$ cat src/shared/wdtu_pkg.sv
`default_nettype none
package wdtu_pkg;
   // register offsets
   localparam logic [7:0] ADDR_PIN_SEL    = 8'h2d;
   localparam logic [7:0] ADDR_CTRL       = 8'hf5;
   localparam logic [7:0] ADDR_VALUE      = 8'hf6;
   localparam logic [7:0] ADDR_STATUS     = 8'hf7;
   localparam logic [7:0] ADDR_ALT_ROUTE  = 8'hf8;
   localparam logic [7:0] ADDR_IRQ_STATUS = 8'hf9;
   localparam logic [7:0] ADDR_IRQ_CLEAR  = 8'hfa;
   localparam logic [7:0] ADDR_IRQ_ENABLE = 8'hfb;
   localparam logic [7:0] ADDR_PIN_LEVEL  = 8'hfc;
   localparam logic [7:0] ADDR_COUNT      = 8'hfd;

   // field positions
   localparam int PIN_SEL_GP_BIT     = 0;
   localparam int CTRL_MINUTE_BIT    = 3;
   localparam int STATUS_TIMEOUT_BIT = 4;
   localparam int IRQ_EXPIRE_BIT     = 0;
   localparam int IRQ_SERVICE_BIT    = 1;
   localparam int IRQ_W              = 2;
   localparam int ALT_W              = 4;
   localparam int PIN_W              = 5;

   // values after reset
   localparam logic [7:0]       PIN_SEL_RST   = 8'h00;
   localparam logic [7:0]       CTRL_RST      = 8'h00;
   localparam logic [7:0]       VALUE_RST     = 8'h00;
   localparam logic [ALT_W-1:0] ALT_RST       = 4'h0;
   localparam logic [IRQ_W-1:0] IRQ_EN_RST    = 2'h0;

   // alternate pin order: bit0, bit2, bit4, bit6 of port 4; only bit2 is push-pull
   localparam logic [ALT_W-1:0] ALT_PUSH_PULL = 4'h2;

   // timing
   localparam int CLK_PERIOD_NS = 50;
   localparam int SECOND_NS     = 1000000000;
   localparam int SEC_CYCLES    = SECOND_NS / CLK_PERIOD_NS;
   localparam int MINUTE_S      = 60;
   localparam int PRESC_W       = 25;
   localparam int SEC_W         = 6;

   typedef enum logic [1:0] {WDTU_IDLE, WDTU_RUN, WDTU_EXPIRED} wdtu_state_e;
endpackage
`default_nettype wire

$ cat src/hdl/wdtu_prescaler.sv
`timescale 1ns/1ps
`default_nettype none
module wdtu_prescaler #(
   parameter int SEC_CYCLES = wdtu_pkg::SEC_CYCLES
) (
   input  wire logic core_clk,
   input  wire logic rst_n,
   input  wire logic restart,
   input  wire logic minuteMode,
   output logic      unitTick
);
   logic [wdtu_pkg::PRESC_W-1:0] cycCnt_r;
   logic [wdtu_pkg::SEC_W-1:0]   secCnt_r;
   logic                         unitTick_r;
   logic                         secEnd;
   logic                         minEnd;

   assign secEnd   = cycCnt_r == wdtu_pkg::PRESC_W'(SEC_CYCLES - 1);
   assign minEnd   = secCnt_r == wdtu_pkg::SEC_W'(wdtu_pkg::MINUTE_S - 1);
   assign unitTick = unitTick_r;

   // restart realigns the prescaler so the first unit after a load is a whole one
   always_ff @(posedge core_clk) begin
      if (!rst_n || restart || secEnd) begin
         cycCnt_r <= '0;
      end else begin
         cycCnt_r <= cycCnt_r + wdtu_pkg::PRESC_W'(1);
      end
   end

   always_ff @(posedge core_clk) begin
      if (!rst_n || restart) begin
         secCnt_r <= '0;
      end else if (secEnd) begin
         secCnt_r <= minEnd ? '0 : secCnt_r + wdtu_pkg::SEC_W'(1);
      end
   end

   always_ff @(posedge core_clk) begin
      if (!rst_n || restart) begin
         unitTick_r <= 1'h0;
      end else begin
         unitTick_r <= secEnd && (!minuteMode || minEnd);
      end
   end
endmodule
`default_nettype wire

$ cat src/hdl/wdtu_top.sv
`timescale 1ns/1ps
`default_nettype none
module wdtu_top #(
   parameter int SEC_CYCLES = wdtu_pkg::SEC_CYCLES
) (
   input  wire logic                        core_clk,
   input  wire logic                        rst_n,
   input  wire logic [7:0]                  regAddr,
   input  wire logic [7:0]                  regWrData,
   input  wire logic                        regWr,
   input  wire logic                        regRd,
   output logic      [7:0]                  regRdData,
   output logic                             irq,
   input  wire logic                        lpcReset_n,
   input  wire logic                        powerGoodReset_n,
   input  wire logic                        port5Bit0In,
   output logic                             port5Bit0Out,
   output logic                             port5Bit0Oe,
   input  wire logic [wdtu_pkg::ALT_W-1:0]  port4EvenIn,
   output logic      [wdtu_pkg::ALT_W-1:0]  port4EvenOut,
   output logic      [wdtu_pkg::ALT_W-1:0]  port4EvenOe,
   input  wire logic                        gpPort5Bit0Data,
   input  wire logic                        gpPort5Bit0Oe,
   input  wire logic [wdtu_pkg::ALT_W-1:0]  gpPort4EvenData,
   input  wire logic [wdtu_pkg::ALT_W-1:0]  gpPort4EvenOe
);
   localparam int SYNC_W = wdtu_pkg::PIN_W + 2;

   logic [7:0]                  regRdData_r;
   logic                        irq_r;
   logic                        port5Bit0Out_r;
   logic                        port5Bit0Oe_r;
   logic [wdtu_pkg::ALT_W-1:0]  port4EvenOut_r;
   logic [wdtu_pkg::ALT_W-1:0]  port4EvenOe_r;
   logic [7:0]                  pinSel_r;
   logic [7:0]                  ctrl_r;
   logic [7:0]                  value_r;
   logic [7:0]                  cnt_r;
   logic                        status_r;
   logic [wdtu_pkg::ALT_W-1:0]  altRoute_r;
   logic [wdtu_pkg::IRQ_W-1:0]  irqStatus_r;
   logic [wdtu_pkg::IRQ_W-1:0]  irqEn_r;
   logic [SYNC_W-1:0]           meta_r;
   logic [SYNC_W-1:0]           sync_r;
   wdtu_pkg::wdtu_state_e       state_r;
   logic                        unitTick;
   logic                        extRst;
   logic                        valueWr;
   logic                        loadWr;
   logic                        statusWr;
   logic                        expireEvt;
   logic                        serviceEvt;
   logic                        timeoutN;
   logic [wdtu_pkg::IRQ_W-1:0]  irqEvt;
   logic [7:0]                  rdMux;

   // returns {out, oe}; open-drain only pulls low and floats otherwise
   function automatic logic [1:0] pinDrive(input logic pushPull, input logic levelN);
      pinDrive = pushPull ? {levelN, 1'h1} : {1'h0, !levelN};
   endfunction

   // one strobe against one offset; the value, status and interrupt-clear write decodes go through here
   function automatic logic regHit(input logic strobe, input logic [7:0] addr,
                                   input logic [7:0] target);
      regHit = strobe && (addr == target);
   endfunction

   assign regRdData    = regRdData_r;
   assign irq          = irq_r;
   assign port5Bit0Out = port5Bit0Out_r;
   assign port5Bit0Oe  = port5Bit0Oe_r;
   assign port4EvenOut = port4EvenOut_r;
   assign port4EvenOe  = port4EvenOe_r;

   // pin inputs and the two external resets come from outside the clock domain
   always_ff @(posedge core_clk) begin
      if (!rst_n) begin
         meta_r <= '0;
         sync_r <= '0;
      end else begin
         meta_r <= {!powerGoodReset_n, !lpcReset_n, port4EvenIn, port5Bit0In};
         sync_r <= meta_r;
      end
   end

   assign extRst     = sync_r[SYNC_W-1] || sync_r[SYNC_W-2];
   assign valueWr    = regHit(regWr, regAddr, wdtu_pkg::ADDR_VALUE);
   assign loadWr     = valueWr && (regWrData != 8'h00);
   assign statusWr   = regHit(regWr, regAddr, wdtu_pkg::ADDR_STATUS);
   assign serviceEvt = loadWr && (state_r == wdtu_pkg::WDTU_RUN) && !extRst;
   assign expireEvt  = (state_r == wdtu_pkg::WDTU_RUN) && !valueWr && !extRst &&
                       unitTick && (cnt_r == 8'h01);
   assign timeoutN   = !status_r;

   wdtu_prescaler #(
      .SEC_CYCLES (SEC_CYCLES)
   ) u_presc (
      .core_clk   (core_clk),
      .rst_n      (rst_n),
      .restart    (loadWr),
      .minuteMode (ctrl_r[wdtu_pkg::CTRL_MINUTE_BIT]),
      .unitTick   (unitTick)
   );

   // configuration registers
   always_ff @(posedge core_clk) begin
      if (!rst_n) begin
         pinSel_r   <= wdtu_pkg::PIN_SEL_RST;
         ctrl_r     <= wdtu_pkg::CTRL_RST;
         value_r    <= wdtu_pkg::VALUE_RST;
         altRoute_r <= wdtu_pkg::ALT_RST;
         irqEn_r    <= wdtu_pkg::IRQ_EN_RST;
      end else if (regWr) begin
         case (regAddr)
            wdtu_pkg::ADDR_PIN_SEL: begin
               pinSel_r <= regWrData;
            end
            wdtu_pkg::ADDR_CTRL: begin
               ctrl_r <= regWrData;
            end
            wdtu_pkg::ADDR_VALUE: begin
               value_r <= regWrData;
            end
            wdtu_pkg::ADDR_ALT_ROUTE: begin
               altRoute_r <= regWrData[wdtu_pkg::ALT_W-1:0];
            end
            wdtu_pkg::ADDR_IRQ_ENABLE: begin
               irqEn_r <= regWrData[wdtu_pkg::IRQ_W-1:0];
            end
            default: begin
            end
         endcase
      end
   end

   // countdown state; either external reset holds the timer idle
   always_ff @(posedge core_clk) begin
      if (!rst_n) begin
         state_r <= wdtu_pkg::WDTU_IDLE;
         cnt_r   <= 8'h00;
      end else if (extRst) begin
         state_r <= wdtu_pkg::WDTU_IDLE;
         cnt_r   <= 8'h00;
      end else begin
         case (state_r)
            wdtu_pkg::WDTU_RUN: begin
               if (valueWr && !loadWr) begin
                  state_r <= wdtu_pkg::WDTU_IDLE;
                  cnt_r   <= 8'h00;
               end else if (loadWr) begin
                  cnt_r <= regWrData;
               end else if (expireEvt) begin
                  state_r <= wdtu_pkg::WDTU_EXPIRED;
                  cnt_r   <= 8'h00;
               end else if (unitTick) begin
                  cnt_r <= cnt_r - 8'h01;
               end
            end
            wdtu_pkg::WDTU_IDLE, wdtu_pkg::WDTU_EXPIRED: begin
               if (loadWr) begin
                  state_r <= wdtu_pkg::WDTU_RUN;
                  cnt_r   <= regWrData;
               end else if (valueWr) begin
                  state_r <= wdtu_pkg::WDTU_IDLE;
               end
            end
            default: begin
               state_r <= wdtu_pkg::WDTU_IDLE;
               cnt_r   <= 8'h00;
            end
         endcase
      end
   end

   // time-out flag: expiry beats a same-cycle software clear
   always_ff @(posedge core_clk) begin
      if (!rst_n) begin
         status_r <= 1'h0;
      end else if (expireEvt) begin
         status_r <= 1'h1;
      end else if (extRst) begin
         status_r <= 1'h0;
      end else if (statusWr && !regWrData[wdtu_pkg::STATUS_TIMEOUT_BIT]) begin
         status_r <= 1'h0;
      end
   end

   // pin drive, registered so pins never glitch on a decode
   always_ff @(posedge core_clk) begin
      if (!rst_n) begin
         port5Bit0Out_r <= 1'h1;
         port5Bit0Oe_r  <= 1'h0;
      end else if (!pinSel_r[wdtu_pkg::PIN_SEL_GP_BIT]) begin
         {port5Bit0Out_r, port5Bit0Oe_r} <= pinDrive(1'h1, timeoutN);
      end else begin
         port5Bit0Out_r <= gpPort5Bit0Data;
         port5Bit0Oe_r  <= gpPort5Bit0Oe;
      end
   end

   always_ff @(posedge core_clk) begin
      if (!rst_n) begin
         port4EvenOut_r <= '0;
         port4EvenOe_r  <= '0;
      end else begin
         for (int i = 0; i < wdtu_pkg::ALT_W; i++) begin
            if (altRoute_r[i]) begin
               {port4EvenOut_r[i], port4EvenOe_r[i]} <=
                  pinDrive(wdtu_pkg::ALT_PUSH_PULL[i], timeoutN);
            end else begin
               port4EvenOut_r[i] <= gpPort4EvenData[i];
               port4EvenOe_r[i]  <= gpPort4EvenOe[i];
            end
         end
      end
   end

   // interrupt: sticky events, write-one-to-clear, set wins
   assign irqEvt = {serviceEvt, expireEvt};

   always_ff @(posedge core_clk) begin
      if (!rst_n) begin
         irqStatus_r <= '0;
      end else if (regHit(regWr, regAddr, wdtu_pkg::ADDR_IRQ_CLEAR)) begin
         irqStatus_r <= (irqStatus_r & ~regWrData[wdtu_pkg::IRQ_W-1:0]) | irqEvt;
      end else begin
         irqStatus_r <= irqStatus_r | irqEvt;
      end
   end

   always_ff @(posedge core_clk) begin
      if (!rst_n) begin
         irq_r <= 1'h0;
      end else begin
         irq_r <= |(irqStatus_r & irqEn_r);
      end
   end

   // read port; unmapped and write-only offsets read zero
   always_comb begin
      rdMux = 8'h00;
      case (regAddr)
         wdtu_pkg::ADDR_PIN_SEL:    rdMux = pinSel_r;
         wdtu_pkg::ADDR_CTRL:       rdMux = ctrl_r;
         wdtu_pkg::ADDR_VALUE:      rdMux = value_r;
         wdtu_pkg::ADDR_STATUS:     rdMux[wdtu_pkg::STATUS_TIMEOUT_BIT] = status_r;
         wdtu_pkg::ADDR_ALT_ROUTE:  rdMux[wdtu_pkg::ALT_W-1:0] = altRoute_r;
         wdtu_pkg::ADDR_IRQ_STATUS: rdMux[wdtu_pkg::IRQ_W-1:0] = irqStatus_r;
         wdtu_pkg::ADDR_IRQ_ENABLE: rdMux[wdtu_pkg::IRQ_W-1:0] = irqEn_r;
         wdtu_pkg::ADDR_PIN_LEVEL:  rdMux[wdtu_pkg::PIN_W-1:0] = sync_r[wdtu_pkg::PIN_W-1:0];
         wdtu_pkg::ADDR_COUNT:      rdMux = cnt_r;
         default:                   rdMux = 8'h00;
      endcase
   end

   always_ff @(posedge core_clk) begin
      if (!rst_n) begin
         regRdData_r <= 8'h00;
      end else begin
         regRdData_r <= regRd ? rdMux : 8'h00;
      end
   end
endmodule
`default_nettype wire

$ cat config.mk
export PLATFORM = sky130hd
export DESIGN_NAME = wdtu_top
export DESIGN_NICKNAME = d
export VERILOG_FILES = /design/src/shared/wdtu_pkg.sv /design/src/hdl/wdtu_prescaler.sv /design/src/hdl/wdtu_top.sv
export SDC_FILE = /design/constraint.sdc
export NUM_CORES = 1
export LEC_CHECK = 0
export BUFFER_PORTS_ARGS = -buffer_cell sky130_fd_sc_hd__buf_2
export CAP_MARGIN = 20
export CORE_AREA = 2 2 85 104
export DETAILED_ROUTE_END_ITERATION = 8
export DIE_AREA = 0 0 87 106
export PLACE_DENSITY = 0.82
export SLEW_MARGIN = 10
export SYNTH_ARGS = -nofsm -noshare
export SYNTH_HDL_FRONTEND = slang
export SYNTH_SLANG_ARGS = --single-unit
export TNS_END_PERCENT = 1
$ cat constraint.sdc
create_clock -name core_clk -period 3.05 [get_ports core_clk]
set_input_delay 0.61 -clock core_clk [delete_from_list [all_inputs] [get_ports core_clk]]
set_output_delay 0.61 -clock core_clk [all_outputs]
set_load 0.01 [all_outputs]
After elaboration in Yosys (flattened, before gate mapping)
Cells that the tools add are included. W data, S select, Z words.

Bits in registers: 108. Logic and storage cells: 123.

Multiplexer cells: 28. Add/sub/neg operators: 3. Bitwise operators: 6. Eq/ne operators: 20. Reductions and logical operators: 43.

Operators by type and width (number): $eq A8 B8 Y1 const B (9); $mux W8 (5); $add A25 B1 Y25 const B (1); $eq A25 B25 Y1 const B (1); $pmux W2 S8 (1); $pmux W8 S2 (1); $reduce_and A2 Y1 (7); $logic_and A1 B1 Y1 (13); $mux W2 (6); $pmux W2 S6 (1); $pmux W3 S4 (1); $reduce_or A2 Y1 (6); $mux W1 (10); $logic_not A1 Y1 (9); $eq A8 B1 Y1 const B (1); $eq A8 B6 Y1 const B (1); $reduce_bool A8 Y1 (1); $sub A8 B1 Y8 const B (1); $add A6 B1 Y6 const B (1); $eq A6 B6 Y1 const B (1); $mux W6 (1); $ne A3 B2 Y1 const B (2); $pmux W1 S6 (1); $ne A5 B3 Y1 const B (1); other kinds (13) (18).

Logic depth before layout (Yosys ltp)
Gate-level depths: netlist of the first run.

Word-level depth: 11. Depth in mapped cells: 8.

Hierarchy
Synthesis of the first run repeated with hierarchy kept, for this count alone.

Cells, all modules: 550. Area, all modules: 4997.3 um2.

Modules (own cells, without submodules): wdtu_top (cells each 371, area each 3449.6 um2, sequential area each 1521.5 um2, times used 1); wdtu_prescaler (cells each 179, area each 1547.7 um2, sequential area each 640.6 um2, times used 1).

Least setup slack after synthesis of the first run
No wires, ideal clock.

Path kind: input to register. Start: input regAddr[0]. End: register u_presc.cycCnt_r[17] (netlist name). Slack: 0.818 ns. Stages: 8. Arrival time: 2.114 ns. Setup time: 0.117 ns. Path buffers: 3. Cells stage by stage: clkbuf_1 -> and4bb_2 -> and3_1 -> clkbuf_1 -> nand2_1 -> nand3_1 -> buf_2 -> nor2_1.

Word-level cells in the longest chain between the ends: 5.

RTL lines: start: declaration (RTL line wdtu_top.sv:8) `input wire logic [7:0] regAddr,`; $eq A8 B8 Y1 (RTL line wdtu_top.sv:65) `regHit = strobe && (addr == target);`; $logic_and A1 B1 Y1 (RTL line wdtu_top.sv:65); $logic_and A1 B1 Y1 (RTL line wdtu_top.sv:88) `assign loadWr = valueWr && (regWrData != 8'h00);`; $logic_or A1 B1 Y1 (2 in a row) (RTL line wdtu_prescaler.sv:24) `if (!rst_n || restart || secEnd) begin`; end signal: assignment (RTL line wdtu_prescaler.sv:27) `cycCnt_r <= cycCnt_r + wdtu_pkg::PRESC_W'(1);`; end: declaration (RTL line wdtu_prescaler.sv:12) `logic [wdtu_pkg::PRESC_W-1:0] cycCnt_r;`.

Every way passes these cells. A chain may end at the register's enable or synchronous reset.

Final worst setup path of the first run
Start: register u_presc.cycCnt_r[14] (netlist name). End: register u_presc.secCnt_r[5] (netlist name).

Word-level cells in the longest chain between the ends: 1.

RTL lines: $eq A25 B25 Y1 (RTL line wdtu_prescaler.sv:18) `assign secEnd = cycCnt_r == wdtu_pkg::PRESC_W'(SEC_CYCLES - 1);`; end signal: assignment (RTL line wdtu_prescaler.sv:35) `secCnt_r <= minEnd ? '0 : secCnt_r + wdtu_pkg::SEC_W'(1);`; end: declaration (RTL line wdtu_prescaler.sv:13) `logic [wdtu_pkg::SEC_W-1:0] secCnt_r;`.

Every way passes these cells.

==> summary.txt, run 1 <==
Synth
  – Yosys cell types: between 50 and 60
  – Synth Warn #: 0
  – EDFF count, synth: 0
  – Syn nets: between 500 and 600
  – Post-Syn Area: roughly 0.0048 mm²
  – Yosys top cell by area: dfxtp_1
  – Post-synthesis async set-or-reset flop share: 0%
  – Share of the synthesized area in the top cell type: between 40% and 50%
  – Top post-synthesis cells by area: dfxtp_1, mux2i_1, nand2_1
  – Post-synth top flop: dfxtp_1
  – Cell with the most instances after synthesis: dfxtp_1
  – Gate Count Post-Synth: around 540
  – Synthesized flop and latch total: about 110
  – Sequential share of the synthesized area: 44.8%
  – Commonest cells in the netlist: dfxtp_1, nand2_1, nor2_1
  – Avg Inst Size Synth: 8.88 µm²

Setup path
  – Setup crit end kind: flop
  – Crit-path max FO: 11
  – CP startpoint: u_presc.cycCnt_r[14]$_SDFF_PP0_
  – Critical Setup Path Class: flop to flop
  – CP Launch Type: flop
  – Worst r2r src: u_presc.cycCnt_r[14]$_SDFF_PP0_
  – Arrival time worst endpoint: roughly 2.7 ns
  – CP required: 3.35 ns

STA
  – Max_slew headroom: between 50% and 60%
  – Setup violation total in the final timing report: 0
  – Final Skew: 0.0149 ns
  – Crit path time final: ~2.4 ns
  – Fin. Hold Viols: 0
  – Max Clk Rate: between 400 and 500 MHz
  – Actual slew at the worst max-slew pin: between 0.6 and 0.7 ns
  – RSZ-0062 raised after global routing: no
  – Setup slack after layout: 0.644 ns
  – Setup TNS Final: 0 ns
  – Slew Limit Fails: 0
  – Final period util: 78.9%

Finish
  – Diode count: 0
  – Final cell count without fillers: 693
  – Fill count: roughly 700
  – Design area: between 0.005 and 0.006 mm²
  – Layout area overhead: 11.3%
  – Nets@finish: 632
  – Share of cells above drive strength 1: between 15 and 20%
  – Final core utilization: between 60% and 70%

Clock tree
  – H-tree level count: 3
  – CTS tree: done
  – Number of gates resized after CTS: 0
  – Root buffer cell: clkbuf_8
  – Number of buffers created by CTS: 9
  – Sink Count: between 100 and 150
  – Clk Latency, worst-skew pair: between 0.3 and 0.4 ns
  – Post-CTS Hold Buffers: 0
  – Clock slew at reported path FFs: approximately 0.10 ns
  – Max Buffers Root-to-Sink: 2
  – Post-CTS Setup Bufs: 0

Floorplan
  – Vert. Die Dim: roughly 110 µm
  – DIE AREA: slightly above 0.009 mm²
  – Die W: just under 90 µm
  – Placeable Area: approximately 0.0083 mm²
  – Row Count: 37
  – Top-level I/O count: 56
  – Initial core utilization: 58.2%

GRT
  – Gr usage total: between 20% and 30%
  – Largest net degree at the start of global routing: 63
  – GRT overflow: 0
  – Antenna violations before repair: 0
  – Vias in the first global route: 3822
  – First-pass GRT wire length: 18300 µm

Placed design
  – PortBufs: 55
  – Final Wtd Congestion: 1.01
  – DPL Wire Length: approximately 8300 µm
  – Placed cell count: about 680
  – DP Area: between 0.005 and 0.006 mm²
  – Post-Place Setup Slack: 0.634 ns

Route
  – Total wire length: 11400 µm
  – Via Count: 4119
  – Via/cell ratio: between 5 and 6
  – Post-route ant nets: 0
  – DRT Pass-1 Iters: 5
  – DRT iter0 DRCs: ~280
  – WL/cell: 16.4 µm
  – Drc violations: 0

Worst hold path
  – Hold Crit Start: powerGoodReset_n
  – Hold crit path type: primary input to flop

Pwr
  – Peak supply drop: around 0.27 mV
  – PwrDens: ~450 mW/mm²
  – Leakage Power: between 2 and 2.5 nW

Run status
  – Status: complete, no violations

Flow run
  – MaxCap Viol Count: 0
-- registers in the layout, indices dropped and copies added, names as in the netlist, 6 cells and up --
register / flops
meta_r: 7
value_r: 8
u_presc.cycCnt_r: 25
regRdData: 8
sync_r: 7
cnt_r: 8
pinSel_r: 8
ctrl_r: 8
u_presc.secCnt_r: 6
-- path summary, 6_finish.rpt --
kind	end	slack [ns]	cells after the start
worst max register to register	u_presc.secCnt_r[5]$_SDFFE_PP0P_	0.64	5
worst min register to register	sync_r[1]$_SDFF_PN0_	0.45	1
worst min-delay path	meta_r[6]$_SDFF_PN0_	0.37	2
worst max-delay path	u_presc.secCnt_r[5]$_SDFFE_PP0P_	0.64	5
-- kinds of logic (layout without fill, tap and decap cells) --
| logic type | after synthesis | in the layout | synth area share [%] |
|---|---|---|---|
| adder cells (fa/ha/maj) | 4 | 4 | 1.04 |
| XOR/XNOR | 26 | 26 | 4.72 |
| AO/OA/AOI/OAI | 93 | 93 | 13.2 |
| multiplexers | 31 | 31 | 6.51 |
| buffers and inverters | 44 | 97 | 3.66 |
| flip-flops | 108 | 108 | 44.8 |
| AND/OR/NAND/NOR | 237 | 237 | 26.0 |
-- cells in the final DEF, fill, tap and decap left out, types with 9 or more instances in the layout --
cell type and count:
dfxtp_1 108, nand2_1 60, buf_2 55, nor2_1 44
nor2b_1 34, mux2i_1 28, a21oi_1 22, nand3_1 18
xnor2_1 18, inv_1 17, and2_1 17, nor3_1 14
a22oi_1 10, clkbuf_8 10, buf_4 9
-- power by group --
group / leakage [nW] / total, mW / internal (mW) / switching [mW]
Sequential: 0.876 / 1.44 / 1.43 / 0.00699
Combinational: 1.15 / 0.136 / 0.0548 / 0.0809
Clock: 0.0936 / 0.847 / 0.333 / 0.514
Total: 2.12 / 2.42 / 1.82 / 0.602
-- worst max-delay path: stages, from the launching register on --
cell and delay (ns):
dfxtp_1 0.36, or4b_1 0.55, nor4_2 0.27, nand4_1 0.40, or4_1 0.62, a21oi_1 0.14
-- area by class of cell --
| cell class | count | area, µm² | area share (%) |
|---|---|---|---|
| clock buffers | 10 | 138 | 2.56 |
| flip-flops and latches | 108 | 2160 | 40.3 |
| repair buffers | 64 | 343 | 6.39 |
| multi-input cells | 391 | 2480 | 46.3 |
| well taps | 97 | 121 | 2.26 |
| inverters | 17 | 63.8 | 1.19 |
| clock inverters | 6 | 56.3 | 1.05 |
-- metal layers --
layer	vias to the layer above	track usage [%]	part of all wire, %
li1	2002	-	-
met3	44	4.50	5.3
met4	0	17.5	5.9
met1	1932	29.6	40
met2	141	41.8	49
met5	-	0	0
-- stage by stage --
| step | power, mW | hold slack (ns) |
|---|---|---|
| 2_1_floorplan | 1.54 | 0.412 |
| 3_3_place_gp | 1.60 | 0.420 |
| 3_5_place_dp | 1.60 | 0.423 |
| 4_1_cts | 2.44 | 0.354 |
| 5_1_grt | 2.50 | 0.359 |
| 6_report | 2.42 | 0.369 |
Note: power is estimated with default switching activity, not from simulation.
==> run 2: changes to the inputs <==
--- a/config.mk
+++ b/config.mk
@@ -5,12 +5,13 @@
 export SDC_FILE = /design/constraint.sdc
 export NUM_CORES = 1
 export LEC_CHECK = 0
+export ABC_AREA = 1
 export BUFFER_PORTS_ARGS = -buffer_cell sky130_fd_sc_hd__buf_2
 export CAP_MARGIN = 20
-export CORE_AREA = 2 2 85 104
+export CORE_AREA = 2 2 89 108
 export DETAILED_ROUTE_END_ITERATION = 8
-export DIE_AREA = 0 0 87 106
-export PLACE_DENSITY = 0.82
+export DIE_AREA = 0 0 91 110
+export PLACE_DENSITY = 0.79
 export SLEW_MARGIN = 10
 export SYNTH_ARGS = -nofsm -noshare
 export SYNTH_HDL_FRONTEND = slang
==> constraint.sdc (replaced) <==
create_clock -name core_clk -period 2.4 [get_ports core_clk]
set_input_delay 0.48 -clock core_clk [delete_from_list [all_inputs] [get_ports core_clk]]
set_output_delay 0.48 -clock core_clk [all_outputs]
set_load 0.01 [all_outputs]
==> run 2 against run 1 <==
Cell count up 30%; core utilization down 1.5 points; sequential power up 27%; largest power group unchanged; non-clock buffer count down 4; hold slack worse by 0.14 ns; register-to-register slack worse by 0.29 ns.
==> summary.txt, run 2 <==
Finish
  – Design area: 0.00566 mm² (+5.4%)
  – Layout area overhead: 11.7%
  – Nets@finish: 814 (+29%)
  – Diode count: 0 (unchanged)
  – Share of cells above drive strength 1: 14.9% (-0.36 points)
  – Largest register FFs: 25 (unchanged)
  – Most common cell after layout, fill and taps aside: nand2_1
  – Reg with most FFs: u_presc.cycCnt_r
  – Commonest non-fill, non-tap cells in the layout: nand2_1, dfxtp_1, inv_1
  – Final cell count without fillers: 898 (+30%)

STA
  – Final period util: 85.3% (+6.4 points)
  – Setup violation total in the final timing report: 0 (unchanged)
  – Fin. Hold Viols: 0 (unchanged)
  – Max Clk Rate: 489 MHz (+18%)
  – Slew Limit Fails: 0 (unchanged)
  – Max_slew headroom: 64.6% (+9.3 points)
  – Actual slew at the worst max-slew pin: 0.530 ns (-0.132 ns)
  – Crit path time final: 2.05 ns (-0.359 ns)
  – Final Skew: 0.0125 ns (-0.00247 ns)
  – Setup TNS Final: 0 ns (unchanged)
  – RSZ-0062 raised after global routing: no

Synth
  – Top post-synthesis cells by area: dfxtp_1, nand2_1, inv_1
  – Syn nets: 754 (+29%)
  – Sequential share of the synthesized area: 42.7% (-2.1 points)
  – EDFF count, synth: 0 (unchanged)
  – Gate Count Post-Synth: 713 (+31%)
  – Commonest cells in the netlist: nand2_1, dfxtp_1, inv_1
  – Yosys top cell by area: dfxtp_1
  – Synth Warn #: 0 (unchanged)
  – Share of the synthesized area in the top cell type: 42.7% (-2.1 points)
  – Yosys cell types: 40 (-29%)
  – Synthesized flop and latch total: 108 (unchanged)
  – Post-synthesis async set-or-reset flop share: 0% (unchanged)
  – Post-Syn Area: 0.00506 mm² (+5.0%)
  – Avg Inst Size Synth: 7.10 µm² (-20%)
  – Post-synth top flop: dfxtp_1
  – Cell with the most instances after synthesis: nand2_1

Floorplan
  – Vert. Die Dim: 110 µm (+3.8%)
  – Row Count: 38 (+2.7%)
  – Top-level I/O count: 56 (unchanged)
  – Initial core utilization: 56.6% (-1.6 points)
  – Placeable Area: 0.00894 mm² (+7.9%)
  – DIE AREA: 0.0100 mm² (+8.5%)
  – Die W: 91 µm (+4.6%)

Route
  – Via/cell ratio: 5.34 (-10%)
  – Via Count: 4794 (+16%)
  – DRT iter0 DRCs: 279 (-1.1%)
  – WL/cell: 13.8 µm (-16%)
  – Total wire length: 12400 µm (+9.3%)
  – DRT Pass-1 Iters: 5 (unchanged)
  – Drc violations: 0 (unchanged)
  – Post-route ant nets: 0 (unchanged)

Clock tree
  – Clock slew at reported path FFs: 0.11 ns (about the same)
  – Number of buffers created by CTS: 9 (unchanged)
  – Clk Latency, worst-skew pair: 0.39 ns (about the same)
  – Max Buffers Root-to-Sink: 2 (unchanged)
  – Post-CTS Hold Buffers: 0 (unchanged)
  – Root buffer cell: clkbuf_8
  – CTS tree: done
  – Post-CTS Setup Bufs: 0 (unchanged)
  – H-tree level count: 3 (unchanged)
  – Sink Count: 108 (unchanged)
  – Number of gates resized after CTS: 0 (unchanged)

GRT
  – Largest net degree at the start of global routing: 24 (-62%)
  – First-pass GRT wire length: 20700 µm (+13%)
  – Gr usage total: 25.8% (+0.30 points)
  – Antenna violations before repair: 0 (unchanged)
  – Vias in the first global route: 4583 (+20%)
  – GRT overflow: 0 (unchanged)

Run status
  – Status: complete, no violations

Pwr
  – Final Power: 3.07 mW (+27%)
  – Peak supply drop: 0.434 mV (+60%)
  – Leakage Power: 2.42 nW (+14%)
  – PwrDens: 543 mW/mm² (+21%)

Placed design
  – DPL Wire Length: 9540 µm (+14%)
  – DP Area: 0.00547 mm² (+5.7%)
  – PortBufs: 55 (unchanged)
  – Placed cell count: 882 (+30%)
  – Final Wtd Congestion: 0.977 (-2.9%)

Setup path
  – CP required: 2.70 ns (-0.65 ns)
  – CP Launch Type: flop
  – Arrival time worst endpoint: 2.35 ns (-0.36 ns)
  – Crit-path max FO: 16 (+5)
  – Critical Setup Path Class: flop to flop
  – Setup crit end kind: flop

Flow run
  – MaxCap Viol Count: 0 (unchanged)

Worst hold path
  – Hold crit path type: primary input to flop
## run 2: logic make-up after synthesis
kind of cell	after synthesis	synth area share, %
compound gates	129	14.0
xor+xnor	18	3.12
fa+ha+maj	4	0.989
buf+inv	123	9.49
flops	108	42.7
simple gates	331	29.7
## run 2: where the power goes
group	switching [mW]	total [mW]	leakage (nW)	internal (mW)
combinational	0.115	0.175	1.45	0.0600
clock	0.670	1.07	0.0906	0.400
sequential	0.0101	1.83	0.876	1.82
## run 2: layer usage
| layer | share of wire (%) | global-route usage [%] | vias to the layer above |
|---|---|---|---|
| met5 | 0 | 0 | - |
| met4 | 3.4 | 11.8 | 0 |
| met3 | 3.9 | 3.94 | 32 |
| met2 | 52 | 48.6 | 142 |
| met1 | 41 | 28.8 | 2205 |
| li1 | - | - | 2415 |
## run 2: worst paths after layout
kind	slack (ns)	to	cells past startpoint	start
setup reg to reg	0.35	u_presc.cycCnt_r[20]$_SDFF_PP0_	10	u_presc.cycCnt_r[0]$_SDFF_PP0_
hold reg to reg	0.42	sync_r[0]$_SDFF_PN0_	2	meta_r[0]$_SDFF_PN0_
hold / removal	0.23	meta_r[6]$_SDFF_PN0_	2	powerGoodReset_n
setup / recovery	0.35	u_presc.cycCnt_r[20]$_SDFF_PP0_	10	u_presc.cycCnt_r[0]$_SDFF_PP0_
## run 2: critical path, stage by stage, from the launching register on
cell     delay (ns)
dfxtp_1        0.42
ha_1           0.24
nand3_2        0.13
inv_2          0.08
nand4_1        0.11
nor3_1         0.17
nand2_1        0.21
nand2_2        0.34
inv_4          0.12
nand3_1        0.12
inv_2          0.03
## run 2: through the flow
stage                     utilization [%]  hold slack, ns  setup slack, ns
after floorplan                         -           0.390            0.797
after global placement               61.2           0.394            0.318
after detailed placement             61.2           0.401            0.265
after CTS                            63.3           0.220            0.344
after global routing                 63.3           0.219            0.163
final                                63.3           0.229            0.354
## run 2: area by class of cell
cell class	count	area, µm²
Inverter	112	425
Fill cell	863	3280
Tap cell	120	150
Clock inverter	6	58.8
Clock buffer	10	128
Sequential cell	108	2160
Timing Repair Buffer	60	313
Multi-Input combinational cell	482	2420
